--- src/hw/lgc_pkg.sv ---
// Package for the global control and pulse segment register bank.
// Assumes one 25 MHz clock and the host port of the top module.
`default_nettype none
package lgc_pkg;

	// ----------------------------------------------------------------
	// Sizes
	// ----------------------------------------------------------------
	localparam int NUM_CH = 8;
	localparam int AW     = 8;
	localparam int DW     = 8;
	localparam int SEG_W  = 7;

	// ----------------------------------------------------------------
	// Register offsets within a channel stride of 0x10
	// ----------------------------------------------------------------
	localparam logic [3:0] OFS_INT_EN = 4'h4;
	localparam logic [3:0] OFS_STATUS = 4'h6;
	localparam logic [3:0] OFS_SEG6   = 4'hd;
	localparam logic [3:0] OFS_SEG7   = 4'he;
	localparam logic [3:0] OFS_SEG8   = 4'hf;
	localparam logic [7:0] ADDR_GCTRL = 8'h80;

	// ----------------------------------------------------------------
	// Field positions and values after reset
	// ----------------------------------------------------------------
	localparam int BIT_RAIL      = 7;
	localparam int BIT_AUTO_ONES = 6;
	localparam int BIT_RX_EDGE   = 5;
	localparam int BIT_TX_EDGE   = 4;
	localparam int BIT_POLARITY  = 3;
	localparam int BIT_IRQ_EN    = 1;
	localparam int BIT_SOFT_RST  = 0;
	localparam int BIT_LOS_CHG   = 1;
	localparam int BIT_SIGN      = 6;

	localparam logic [7:0] GCTRL_RESET = 8'h00;
	localparam logic [7:0] GCTRL_MASK  = 8'hfb;
	localparam logic [6:0] SEG_RESET   = 7'h00;
	localparam logic [7:0] STAT_MASK   = 8'h02;

	// ----------------------------------------------------------------
	// Software reset hold time kept by the host
	// ----------------------------------------------------------------
	localparam int CLK_NS           = 40;
	localparam int SOFT_RST_MIN_NS  = 10000;
	localparam int SOFT_RST_MIN_CYC = (SOFT_RST_MIN_NS + CLK_NS - 1) / CLK_NS;

	typedef struct packed {
		logic rail_format_select;
		logic auto_all_ones_on_los;
		logic receive_update_edge;
		logic transmit_sample_edge;
		logic data_polarity_select;
		logic global_interrupt_enable;
		logic software_reset_bit;
	} lgc_gctrl_t;

	typedef struct packed {
		logic          wr;
		logic          rd;
		logic [AW-1:0] addr;
		logic [DW-1:0] wdata;
	} lgc_host_req_t;

endpackage
`default_nettype wire

--- src/hw/lgc_chan_path.sv ---
// One channel data path steered by the global control bits.
// Assumes line clocks and data arrive synchronous to clk_in.
`timescale 1ns/1ps
`default_nettype none
module lgc_chan_path
(
	input  wire logic              clk_in,
	input  wire logic              srst_in,
	input  wire lgc_pkg::lgc_gctrl_t cfg_in,
	input  wire logic              tclk_in,
	input  wire logic              tpos_in,
	input  wire logic              tneg_in,
	input  wire logic              rclk_in,
	input  wire logic              rdata_in,
	input  wire logic              los_in,
	output logic                   tpos_out,
	output logic                   tneg_out,
	output logic                   rdata_out,
	output logic                   los_chg_out
);
	logic tclk_ff, rclk_ff, los_ff, mark_ff;
	logic tpos_ff, tneg_ff, rdata_ff, chg_ff;
	logic nxt_tclk, nxt_rclk, nxt_los, nxt_mark;
	logic nxt_tpos, nxt_tneg, nxt_rdata, nxt_chg;
	logic t_edge, r_edge, pos_in, neg_in;

	always_comb
	begin
		// Edge choice for both directions
		t_edge = cfg_in.transmit_sample_edge ? (tclk_in & ~tclk_ff)
			: (~tclk_in & tclk_ff);
		r_edge = cfg_in.receive_update_edge ? (~rclk_in & rclk_ff)
			: (rclk_in & ~rclk_ff);
		pos_in = tpos_in ^ cfg_in.data_polarity_select;
		neg_in = tneg_in ^ cfg_in.data_polarity_select;
		nxt_tclk  = tclk_in;
		nxt_rclk  = rclk_in;
		nxt_los   = los_in;
		nxt_chg   = los_in ^ los_ff;
		nxt_mark  = mark_ff;
		nxt_tpos  = tpos_ff;
		nxt_tneg  = tneg_ff;
		nxt_rdata = rdata_ff;
		if (t_edge)
		begin
			if (cfg_in.auto_all_ones_on_los && los_in)
			begin
				// All ones; dual rail alternates marks as a line would
				nxt_mark = ~mark_ff;
				nxt_tpos = cfg_in.rail_format_select | ~mark_ff;
				nxt_tneg = ~cfg_in.rail_format_select & mark_ff;
			end
			else
			begin
				nxt_tpos = pos_in;
				// Single rail: negative input is a code select, not data
				nxt_tneg = cfg_in.rail_format_select ? 1'b0 : neg_in;
			end
		end
		if (r_edge)
			nxt_rdata = rdata_in ^ cfg_in.data_polarity_select;
	end

	always_ff @(posedge clk_in)
	begin
		if (srst_in)
		begin
			tclk_ff  <= 1'b0;
			rclk_ff  <= 1'b0;
			los_ff   <= 1'b0;
			chg_ff   <= 1'b0;
			mark_ff  <= 1'b0;
			tpos_ff  <= 1'b0;
			tneg_ff  <= 1'b0;
			rdata_ff <= 1'b0;
		end
		else
		begin
			tclk_ff  <= nxt_tclk;
			rclk_ff  <= nxt_rclk;
			los_ff   <= nxt_los;
			chg_ff   <= nxt_chg;
			mark_ff  <= nxt_mark;
			tpos_ff  <= nxt_tpos;
			tneg_ff  <= nxt_tneg;
			rdata_ff <= nxt_rdata;
		end
	end

	assign tpos_out    = tpos_ff;
	assign tneg_out    = tneg_ff;
	assign rdata_out   = rdata_ff;
	assign los_chg_out = chg_ff;
endmodule
`default_nettype wire

--- src/hw/lgc_regs.sv ---
// Global control and pulse segment register bank for eight channels.
// Assumes a synchronous host port: one-cycle wr or rd strobes, rdata a cycle later.
`timescale 1ns/1ps
`default_nettype none
module lgc_regs
#(
	parameter int NUM_CH = lgc_pkg::NUM_CH
)
(
	input  wire logic                   clk_in,
	input  wire logic                   srst_in,
	input  wire lgc_pkg::lgc_host_req_t host_req_in,
	input  wire logic [NUM_CH-1:0]      tclk_in,
	input  wire logic [NUM_CH-1:0]      tpos_in,
	input  wire logic [NUM_CH-1:0]      tneg_in,
	input  wire logic [NUM_CH-1:0]      rclk_in,
	input  wire logic [NUM_CH-1:0]      rdata_in,
	input  wire logic [NUM_CH-1:0]      los_in,
	output logic [lgc_pkg::DW-1:0]      rdata_out,
	output logic                        irq_out,
	output var lgc_pkg::lgc_gctrl_t     gctrl_out,
	output logic [NUM_CH*21-1:0]        seg_out,
	output logic [NUM_CH*3-1:0]         seg_positive_out,
	output logic [NUM_CH-1:0]           tpos_out,
	output logic [NUM_CH-1:0]           tneg_out,
	output logic [NUM_CH-1:0]           rx_data_out
);
	// ----------------------------------------------------------------
	// Elaboration check
	// ----------------------------------------------------------------
	if (NUM_CH < 1 || NUM_CH > 8)
	begin : g_bad_ch
		$error("NUM_CH must be 1 to 8");
	end

	// ----------------------------------------------------------------
	// Register state
	// ----------------------------------------------------------------
	logic [6:0] seg6_ff [NUM_CH];
	logic [6:0] seg7_ff [NUM_CH];
	logic [6:0] seg8_ff [NUM_CH];
	logic [6:0] nxt_seg6 [NUM_CH];
	logic [6:0] nxt_seg7 [NUM_CH];
	logic [6:0] nxt_seg8 [NUM_CH];
	logic [NUM_CH-1:0] int_en_ff, nxt_int_en;
	logic [NUM_CH-1:0] stat_ff, nxt_stat;
	logic [7:0]        gctrl_ff, nxt_gctrl;
	logic [7:0]        rdata_ff, nxt_rdata;
	logic              irq_ff, nxt_irq;
	logic [NUM_CH-1:0] los_chg;
	logic              core_rst;
	logic              chan_hit;
	logic [2:0]        ch;
	logic [3:0]        ofs;
	lgc_pkg::lgc_gctrl_t cfg;

	assign ch       = host_req_in.addr[6:4];
	assign ofs      = host_req_in.addr[3:0];
	assign chan_hit = ~host_req_in.addr[7] && (int'(ch) < NUM_CH);

	always_comb
	begin
		cfg.rail_format_select      = gctrl_ff[lgc_pkg::BIT_RAIL];
		cfg.auto_all_ones_on_los    = gctrl_ff[lgc_pkg::BIT_AUTO_ONES];
		cfg.receive_update_edge     = gctrl_ff[lgc_pkg::BIT_RX_EDGE];
		cfg.transmit_sample_edge    = gctrl_ff[lgc_pkg::BIT_TX_EDGE];
		cfg.data_polarity_select    = gctrl_ff[lgc_pkg::BIT_POLARITY];
		cfg.global_interrupt_enable = gctrl_ff[lgc_pkg::BIT_IRQ_EN];
		cfg.software_reset_bit      = gctrl_ff[lgc_pkg::BIT_SOFT_RST];
	end

	// Internal circuits only; the register bank itself is spared
	assign core_rst = srst_in | cfg.software_reset_bit;

	// ----------------------------------------------------------------
	// Register writes, reads and status
	// ----------------------------------------------------------------
	always_comb
	begin
		nxt_gctrl  = gctrl_ff;
		nxt_int_en = int_en_ff;
		nxt_rdata  = 8'h00;
		for (int i = 0; i < NUM_CH; i++)
		begin
			nxt_seg6[i] = seg6_ff[i];
			nxt_seg7[i] = seg7_ff[i];
			nxt_seg8[i] = seg8_ff[i];
		end
		// Read clears first so that a same-cycle change still lands
		nxt_stat = stat_ff;
		if (host_req_in.rd && chan_hit && ofs == lgc_pkg::OFS_STATUS)
			nxt_stat[ch] = 1'b0;
		nxt_stat = nxt_stat | los_chg;
		if (host_req_in.wr)
		begin
			if (host_req_in.addr == lgc_pkg::ADDR_GCTRL)
				nxt_gctrl = host_req_in.wdata & lgc_pkg::GCTRL_MASK;
			else if (chan_hit)
			begin
				case (ofs)
					lgc_pkg::OFS_INT_EN:
						nxt_int_en[ch] = host_req_in.wdata[lgc_pkg::BIT_LOS_CHG];
					lgc_pkg::OFS_SEG6:
						nxt_seg6[ch] = host_req_in.wdata[6:0];
					lgc_pkg::OFS_SEG7:
						nxt_seg7[ch] = host_req_in.wdata[6:0];
					lgc_pkg::OFS_SEG8:
						nxt_seg8[ch] = host_req_in.wdata[6:0];
					default:
						nxt_int_en = int_en_ff;
				endcase
			end
		end
		if (host_req_in.rd)
		begin
			if (host_req_in.addr == lgc_pkg::ADDR_GCTRL)
				nxt_rdata = gctrl_ff & lgc_pkg::GCTRL_MASK;
			else if (chan_hit)
			begin
				case (ofs)
					lgc_pkg::OFS_INT_EN:
						nxt_rdata = {6'h00, int_en_ff[ch], 1'b0};
					lgc_pkg::OFS_STATUS:
						nxt_rdata = {6'h00, stat_ff[ch], 1'b0} & lgc_pkg::STAT_MASK;
					lgc_pkg::OFS_SEG6:
						nxt_rdata = {1'b0, seg6_ff[ch]};
					lgc_pkg::OFS_SEG7:
						nxt_rdata = {1'b0, seg7_ff[ch]};
					lgc_pkg::OFS_SEG8:
						nxt_rdata = {1'b0, seg8_ff[ch]};
					default:
						nxt_rdata = 8'h00;
				endcase
			end
		end
		// Gated by the global enable regardless of channel enables
		nxt_irq = cfg.global_interrupt_enable && |(stat_ff & int_en_ff);
	end

	always_ff @(posedge clk_in)
	begin
		if (srst_in)
		begin
			gctrl_ff  <= lgc_pkg::GCTRL_RESET;
			int_en_ff <= '0;
			stat_ff   <= '0;
			rdata_ff  <= 8'h00;
			irq_ff    <= 1'b0;
			for (int i = 0; i < NUM_CH; i++)
			begin
				seg6_ff[i] <= lgc_pkg::SEG_RESET;
				seg7_ff[i] <= lgc_pkg::SEG_RESET;
				seg8_ff[i] <= lgc_pkg::SEG_RESET;
			end
		end
		else
		begin
			gctrl_ff  <= nxt_gctrl;
			int_en_ff <= nxt_int_en;
			stat_ff   <= nxt_stat;
			rdata_ff  <= nxt_rdata;
			irq_ff    <= nxt_irq;
			for (int i = 0; i < NUM_CH; i++)
			begin
				seg6_ff[i] <= nxt_seg6[i];
				seg7_ff[i] <= nxt_seg7[i];
				seg8_ff[i] <= nxt_seg8[i];
			end
		end
	end

	// ----------------------------------------------------------------
	// Per channel data paths and segment outputs
	// ----------------------------------------------------------------
	for (genvar g = 0; g < NUM_CH; g++)
	begin : g_ch
		lgc_chan_path u_path
		(
			.clk_in      (clk_in),
			.srst_in     (core_rst),
			.cfg_in      (cfg),
			.tclk_in     (tclk_in[g]),
			.tpos_in     (tpos_in[g]),
			.tneg_in     (tneg_in[g]),
			.rclk_in     (rclk_in[g]),
			.rdata_in    (rdata_in[g]),
			.los_in      (los_in[g]),
			.tpos_out    (tpos_out[g]),
			.tneg_out    (tneg_out[g]),
			.rdata_out   (rx_data_out[g]),
			.los_chg_out (los_chg[g])
		);
		assign seg_out[g*21 +: 21] = {seg8_ff[g], seg7_ff[g], seg6_ff[g]};
		// Sign of each segment drives the pulse direction
		assign seg_positive_out[g*3 +: 3] = {seg8_ff[g][lgc_pkg::BIT_SIGN],
			seg7_ff[g][lgc_pkg::BIT_SIGN], seg6_ff[g][lgc_pkg::BIT_SIGN]};
	end

	assign rdata_out = rdata_ff;
	assign irq_out   = irq_ff;
	assign gctrl_out = cfg;
endmodule
`default_nettype wire
--- config.mk ---
export PLATFORM = sky130hd
export DESIGN_NAME = lgc_regs
export DESIGN_NICKNAME = d
export VERILOG_FILES = /design/src/hw/lgc_pkg.sv /design/src/hw/lgc_chan_path.sv /design/src/hw/lgc_regs.sv
export SDC_FILE = /design/constraint.sdc
export NUM_CORES = 1
export LEC_CHECK = 0
export ABC_AREA = 1
export BUFFER_PORTS_ARGS = -buffer_cell sky130_fd_sc_hd__buf_2
export CAP_MARGIN = 20
export CORE_ASPECT_RATIO = 1.5
export CORE_MARGIN = 2
export CORE_UTILIZATION = 55
export DETAILED_ROUTE_END_ITERATION = 12
export PLACE_DENSITY_LB_ADDON = 0.3
export SETUP_SLACK_MARGIN = 0.02
export SLEW_MARGIN = 30
export SYNTH_ARGS = -nofsm -noshare
export SYNTH_HDL_FRONTEND = slang
export SYNTH_SLANG_ARGS = --single-unit
--- constraint.sdc ---
create_clock -name clk_in -period 5.04 [get_ports clk_in]
set_clock_uncertainty 0.15 [all_clocks]
set_input_delay 0.504 -clock clk_in [delete_from_list [all_inputs] [get_ports clk_in]]
set_output_delay 0.504 -clock clk_in [all_outputs]
set_load 0.02 [all_outputs]
# Word level (Yosys, flattened, before mapping)
# Memories as Yosys holds them, arrays and structs flattened.
# Index checks and enable logic that the tools add are counted.
# word_totals
regBits,96
ram_bits,168
inputBits,68
out_inout_bits,232
word_cells,358
n_memories,3
# mem_list
memory,depth,word_bits,rd,rd_ports_with_merged_regs,write_ports,line,text
seg6_ff,8,7,9,0,8,lgc_regs.sv:39,logic [6:0] seg6_ff [NUM_CH];
seg7_ff,8,7,9,0,8,lgc_regs.sv:40,logic [6:0] seg7_ff [NUM_CH];
seg8_ff,8,7,9,0,8,lgc_regs.sv:41,logic [6:0] seg8_ff [NUM_CH];
# op_classes
n_lt_le_gt_ge,4
eq_ne,6
muxes,95
bitwise_logic,154
reduce_logical,26
# op_table
operator,n
$mux 56,12
$mux 7,26
$bwmux 56,3
$mux 1,46
$not 1->1,44
$and 1x1->1,40
$pmux 7 s5,1
$or 1x1->1,33
$xor 1x1->1,32
$demux 7 s3,1
$reduce_and 2->1,9
$and 8x8->8,2
$mux 8,2
$logic_and 1x1->1,13
$eq 4x4->1 const B,3
$bwmux 8,1
$eq 4x3->1 const B,2
$eq 8x8->1 const B,1
$not 8->8,1
$or 8x8->8,1
$reduce_or 8->1,1
$bmux 1 s3,2
$ge 4x4->1 const B,1
$lt 3x4->1 const B,1
other kinds (7),7

# Longest topological paths before layout
# depth
depth_word,11
depth_mapped,14
ltp_nobuf,11

# Modules after synthesis
# A second synthesis with hierarchy kept.
# hier_totals
cells_unflattened,1778
hier_area_um2,12101.6
# modules_own_cells
mod,n_inst,cells_per_inst,area_each_um2,seq_area_each_um2
lgc_regs,1,1346,9118.7,4003.8
lgc_chan_path,8,54,372.9,160.2

# Worst setup path before layout
# No wires, ideal clock.
# synth_timing
kind,input -> register
start,in host_req_in[17] in the netlist's numbering
end,mem seg6_ff[6][3]
setup_time_ns,0.119
t_arrival_ns,1.710
required_time_ns,4.771
path_slack_ns,3.061
cell_stages,8
path_buffers,1
path_cell_list,inv_1 -> nor2_1 -> nand2_4 -> clkinv_4 -> nand2_2 -> buf_2 -> o21ai_0 -> a21oi_1
# synth_lines
item,line,text
start: declaration,lgc_regs.sv:12,"input wire lgc_pkg::lgc_host_req_t host_req_in,"
end: declaration,lgc_regs.sv:39,

==> results.txt <==
status -> finished clean
DRT iter0 DRCs -> 938
Critical Path End Type -> register
crit path max fanout -> 44
Post-route DRC -> 0
Critical-path top delay cell -> nor2_2
setup_tns -> 0 ns
DIE AREA -> 23200 µm²
Avg Inst Size Synth -> 7.17 µm²
Max Freq -> 326 MHz
Sw Pwr -> 1060 µW
CTS resizes -> 0
Vias -> 12100
max incr delay on CP -> 0.58 ns
Slew @ Worst Pin -> 1.04 ns
warnings from Yosys -> 0
hold path depth -> 3
first-pass GRT wire length -> 57.9 mm
Area Growth Syn to Fin -> 15.1%
routed length per instance -> 17.3 µm
Hold EP -> g_ch[7].u_path.tclk_ff
share of total power in combinational logic -> 6.7%
Reg2Reg Depth -> 7
worst skew pair latency -> 0.54 ns
Tot Pwr -> 4330 µW
Unique masters post-synth -> 30
PD cells -> 311 nW/µm²
HPWL after DPL -> 26.1 mm
wl on met1 -> 14.1 mm
routed wl met2 -> 17.9 mm
WP data arrival -> 3.36 ns
Multi-input gate area -> 5470 µm²
CTS Hold Bufs -> 0
Final ANT Viol Nets -> 0
Top Metal Used -> met4
Cells after Synth -> 1686
Stages on worst setup path -> 8
Reg2Reg Capture Point -> g_ch[5].u_path.mark_ff
CTS buffer count -> 26
Core Area -> 21600 µm²
final worst-path cycle share -> 60.8%
Worst Path Buf+Inv -> 4
drt total wl -> 37.3 mm
crit path launch type -> input pin
power share of the sequential group -> 49.4%
Core Rows -> 66
cell area after synthesis -> 12100 µm²
nets@finish -> 1934
TritonCTS clock tree -> done
Clock Pin Slew Worst Setup and Hold Paths -> 0.06 ns
Worst R2R Setup Slack -> 3.19 ns
DIE HEIGHT -> 186 µm
# clock sinks -> 264
1st-pass router iterations -> 6
Ports -> 300
sequential fraction of the synthesis area -> 43.7%
number of global-route vias before repair -> 11000
hold path startpoint -> tclk_in[7]
switching part of the total -> 24.6%
starting density of the core -> 55.8%
fin crit period -> 3.06 ns
Leakage -> 0.00656 µW
H-tree Lvls -> 1
cell repeated most along the worst path -> inv_2
largest net degree at the start of global routing -> 81
Max IR drop VDD -> 0.000261 V
family with the most delay on the worst path -> buffers and inverters
Post-CTS Repair Setup Buffers -> 0
most frequent cells in the layout -> nand2_1 (414), buf_2 (299), a21oi_1 (265)
design internal power -> 3270 µW
final hold violation count -> 0
crit-path cells -> buf_2 -> inv_2 -> buf_4 -> nor2_2 -> inv_2 -> nor2_4 -> o21ai_0 -> a21oi_1
FF-to-FF Start -> gctrl_ff[4]
final setup violation count -> 0
maxcap violations -> 0
synthesized flop and latch total -> 264
routed wl met3 -> 3.37 mm
post-synth net total -> 1754
Tot GR Track Use -> 30.4%
CTS root buf -> clkbuf_16
clock share of power -> 43.9%
share of layout cells above drive strength 1 -> 21.3%
grt ovf -> 0
Rel. slew slack -> 30.0%
top flop regs -> seg6_ff: 56 flops, seg7_ff: 56 flops, seg8_ff: 56 flops
Worst Hold Class -> input pin to register
initial antenna violation count -> 0
fillcell total -> 1955
Port-buffer cells -> 299
vias per cell -> 5.63
gpl congestion -> 0.967
RSZ-0062 raised after global routing -> no
CP Class -> input pin to register
Diodes inserted -> 0
final max-slew violation count -> 0
hold slack -> 0.0600 ns
CTS Buffer Depth -> 3
DIE WIDTH -> 125 µm
Worst EP required -> 5.34 ns
register area -> 5290 µm²
commonest non-fill, non-tap cell in the layout -> nand2_1
synth_stat cells:
master      n  area (µm²)
inv_2      11        41.3
nand2_4     3        33.8
inv_1     105         394
a22o_1      2        17.5
buf_1      12        45.0
buf_6       8        90.1
clkinv_1    1        3.75
nor2_2     10        62.6
buf_4      61         458
clkinv_4    1        8.76
o21bai_1    1        7.51
a21oi_1   265        1330
buf_2      14        70.1
nand2_2     4        25.0
nand3b_1    1        7.51
nor3_4      3        48.8
a221oi_1    2        17.5
xnor2_1    25         219
xor2_1      1        8.76
nand4_1     4        25.0
nor2_4     15         169
nor3_1      3        15.0
clkbuf_1   58         218
nand3_1    58         290
dfxtp_1   264        5290
o221a_2     7        78.8
nor2_1     86         323
nand2_1   414        1550
o21ai_0   246        1230
a31oi_1     1        6.26
cells by family (layout without fill, tap and decap cells):
logic type	count (synthesis)	after routing	synth area share, %
flops	264	264	43.7
buf+inv	271	469	11.0
compound gates	524	524	22.2
xor+xnor	26	26	1.89
simple gates	601	601	21.1
how the worst max path moves through the flow:
stage                         start       endpoint  slack (ns)
floorplan           host_req_in[17]  seg6_ff[6][3]        3.06
global placement    host_req_in[12]  seg7_ff[7][5]        1.64
detailed placement  host_req_in[12]  seg7_ff[7][4]        1.57
CTS                 host_req_in[12]  seg7_ff[7][4]        2.10
global route        host_req_in[12]  seg7_ff[7][0]        1.74
finish              host_req_in[12]  seg7_ff[7][6]        1.98
stage by stage:
stage                     worst slack (ns)  area [µm²]  cells  utilization [%]
final                                 1.98       13900   2156             64.3
after global routing                  1.74       13900   2156             64.3
after CTS                             2.10       13900   2156             64.3
after detailed placement              1.57       13100   2110             60.5
after global placement                1.64       13100   2110             60.5
after floorplan                       3.06       12100   1686                -
worst min-delay path, delay by kind of cell:
family        cells  cell delay, ns
buf+inv           2            0.12
simple gates      1            0.09
area by class of cell:
| type | count | share of cell area [%] |
|---|---|---|
| multi-input cells | 1151 | 39.3 |
| flip-flops and latches | 264 | 38.0 |
| repair buffers | 305 | 11.1 |
| clock buffers | 35 | 5.22 |
| inverters | 118 | 3.23 |
| well taps | 272 | 2.45 |
| clock inverters | 11 | 0.684 |
power groups by stage:
stage / registers (µW) / clock network (µW) / logic (µW)
global route: 2140 / 2010 / 315
floorplan: 2180 / 0 / 199
CTS: 2140 / 1910 / 285
finish: 2140 / 1900 / 290
detailed placement: 2190 / 0 / 283
global placement: 2180 / 0 / 279
layer usage:
layer | vias to the layer above | track usage [%]
met3 | 126 | 6.70
met2 | 626 | 52.3
met1 | 5555 | 36.1
met5 | - | 0
met4 | 0 | 14.8
li1 | 5835 | -
(Power assumes the default switching activity.)
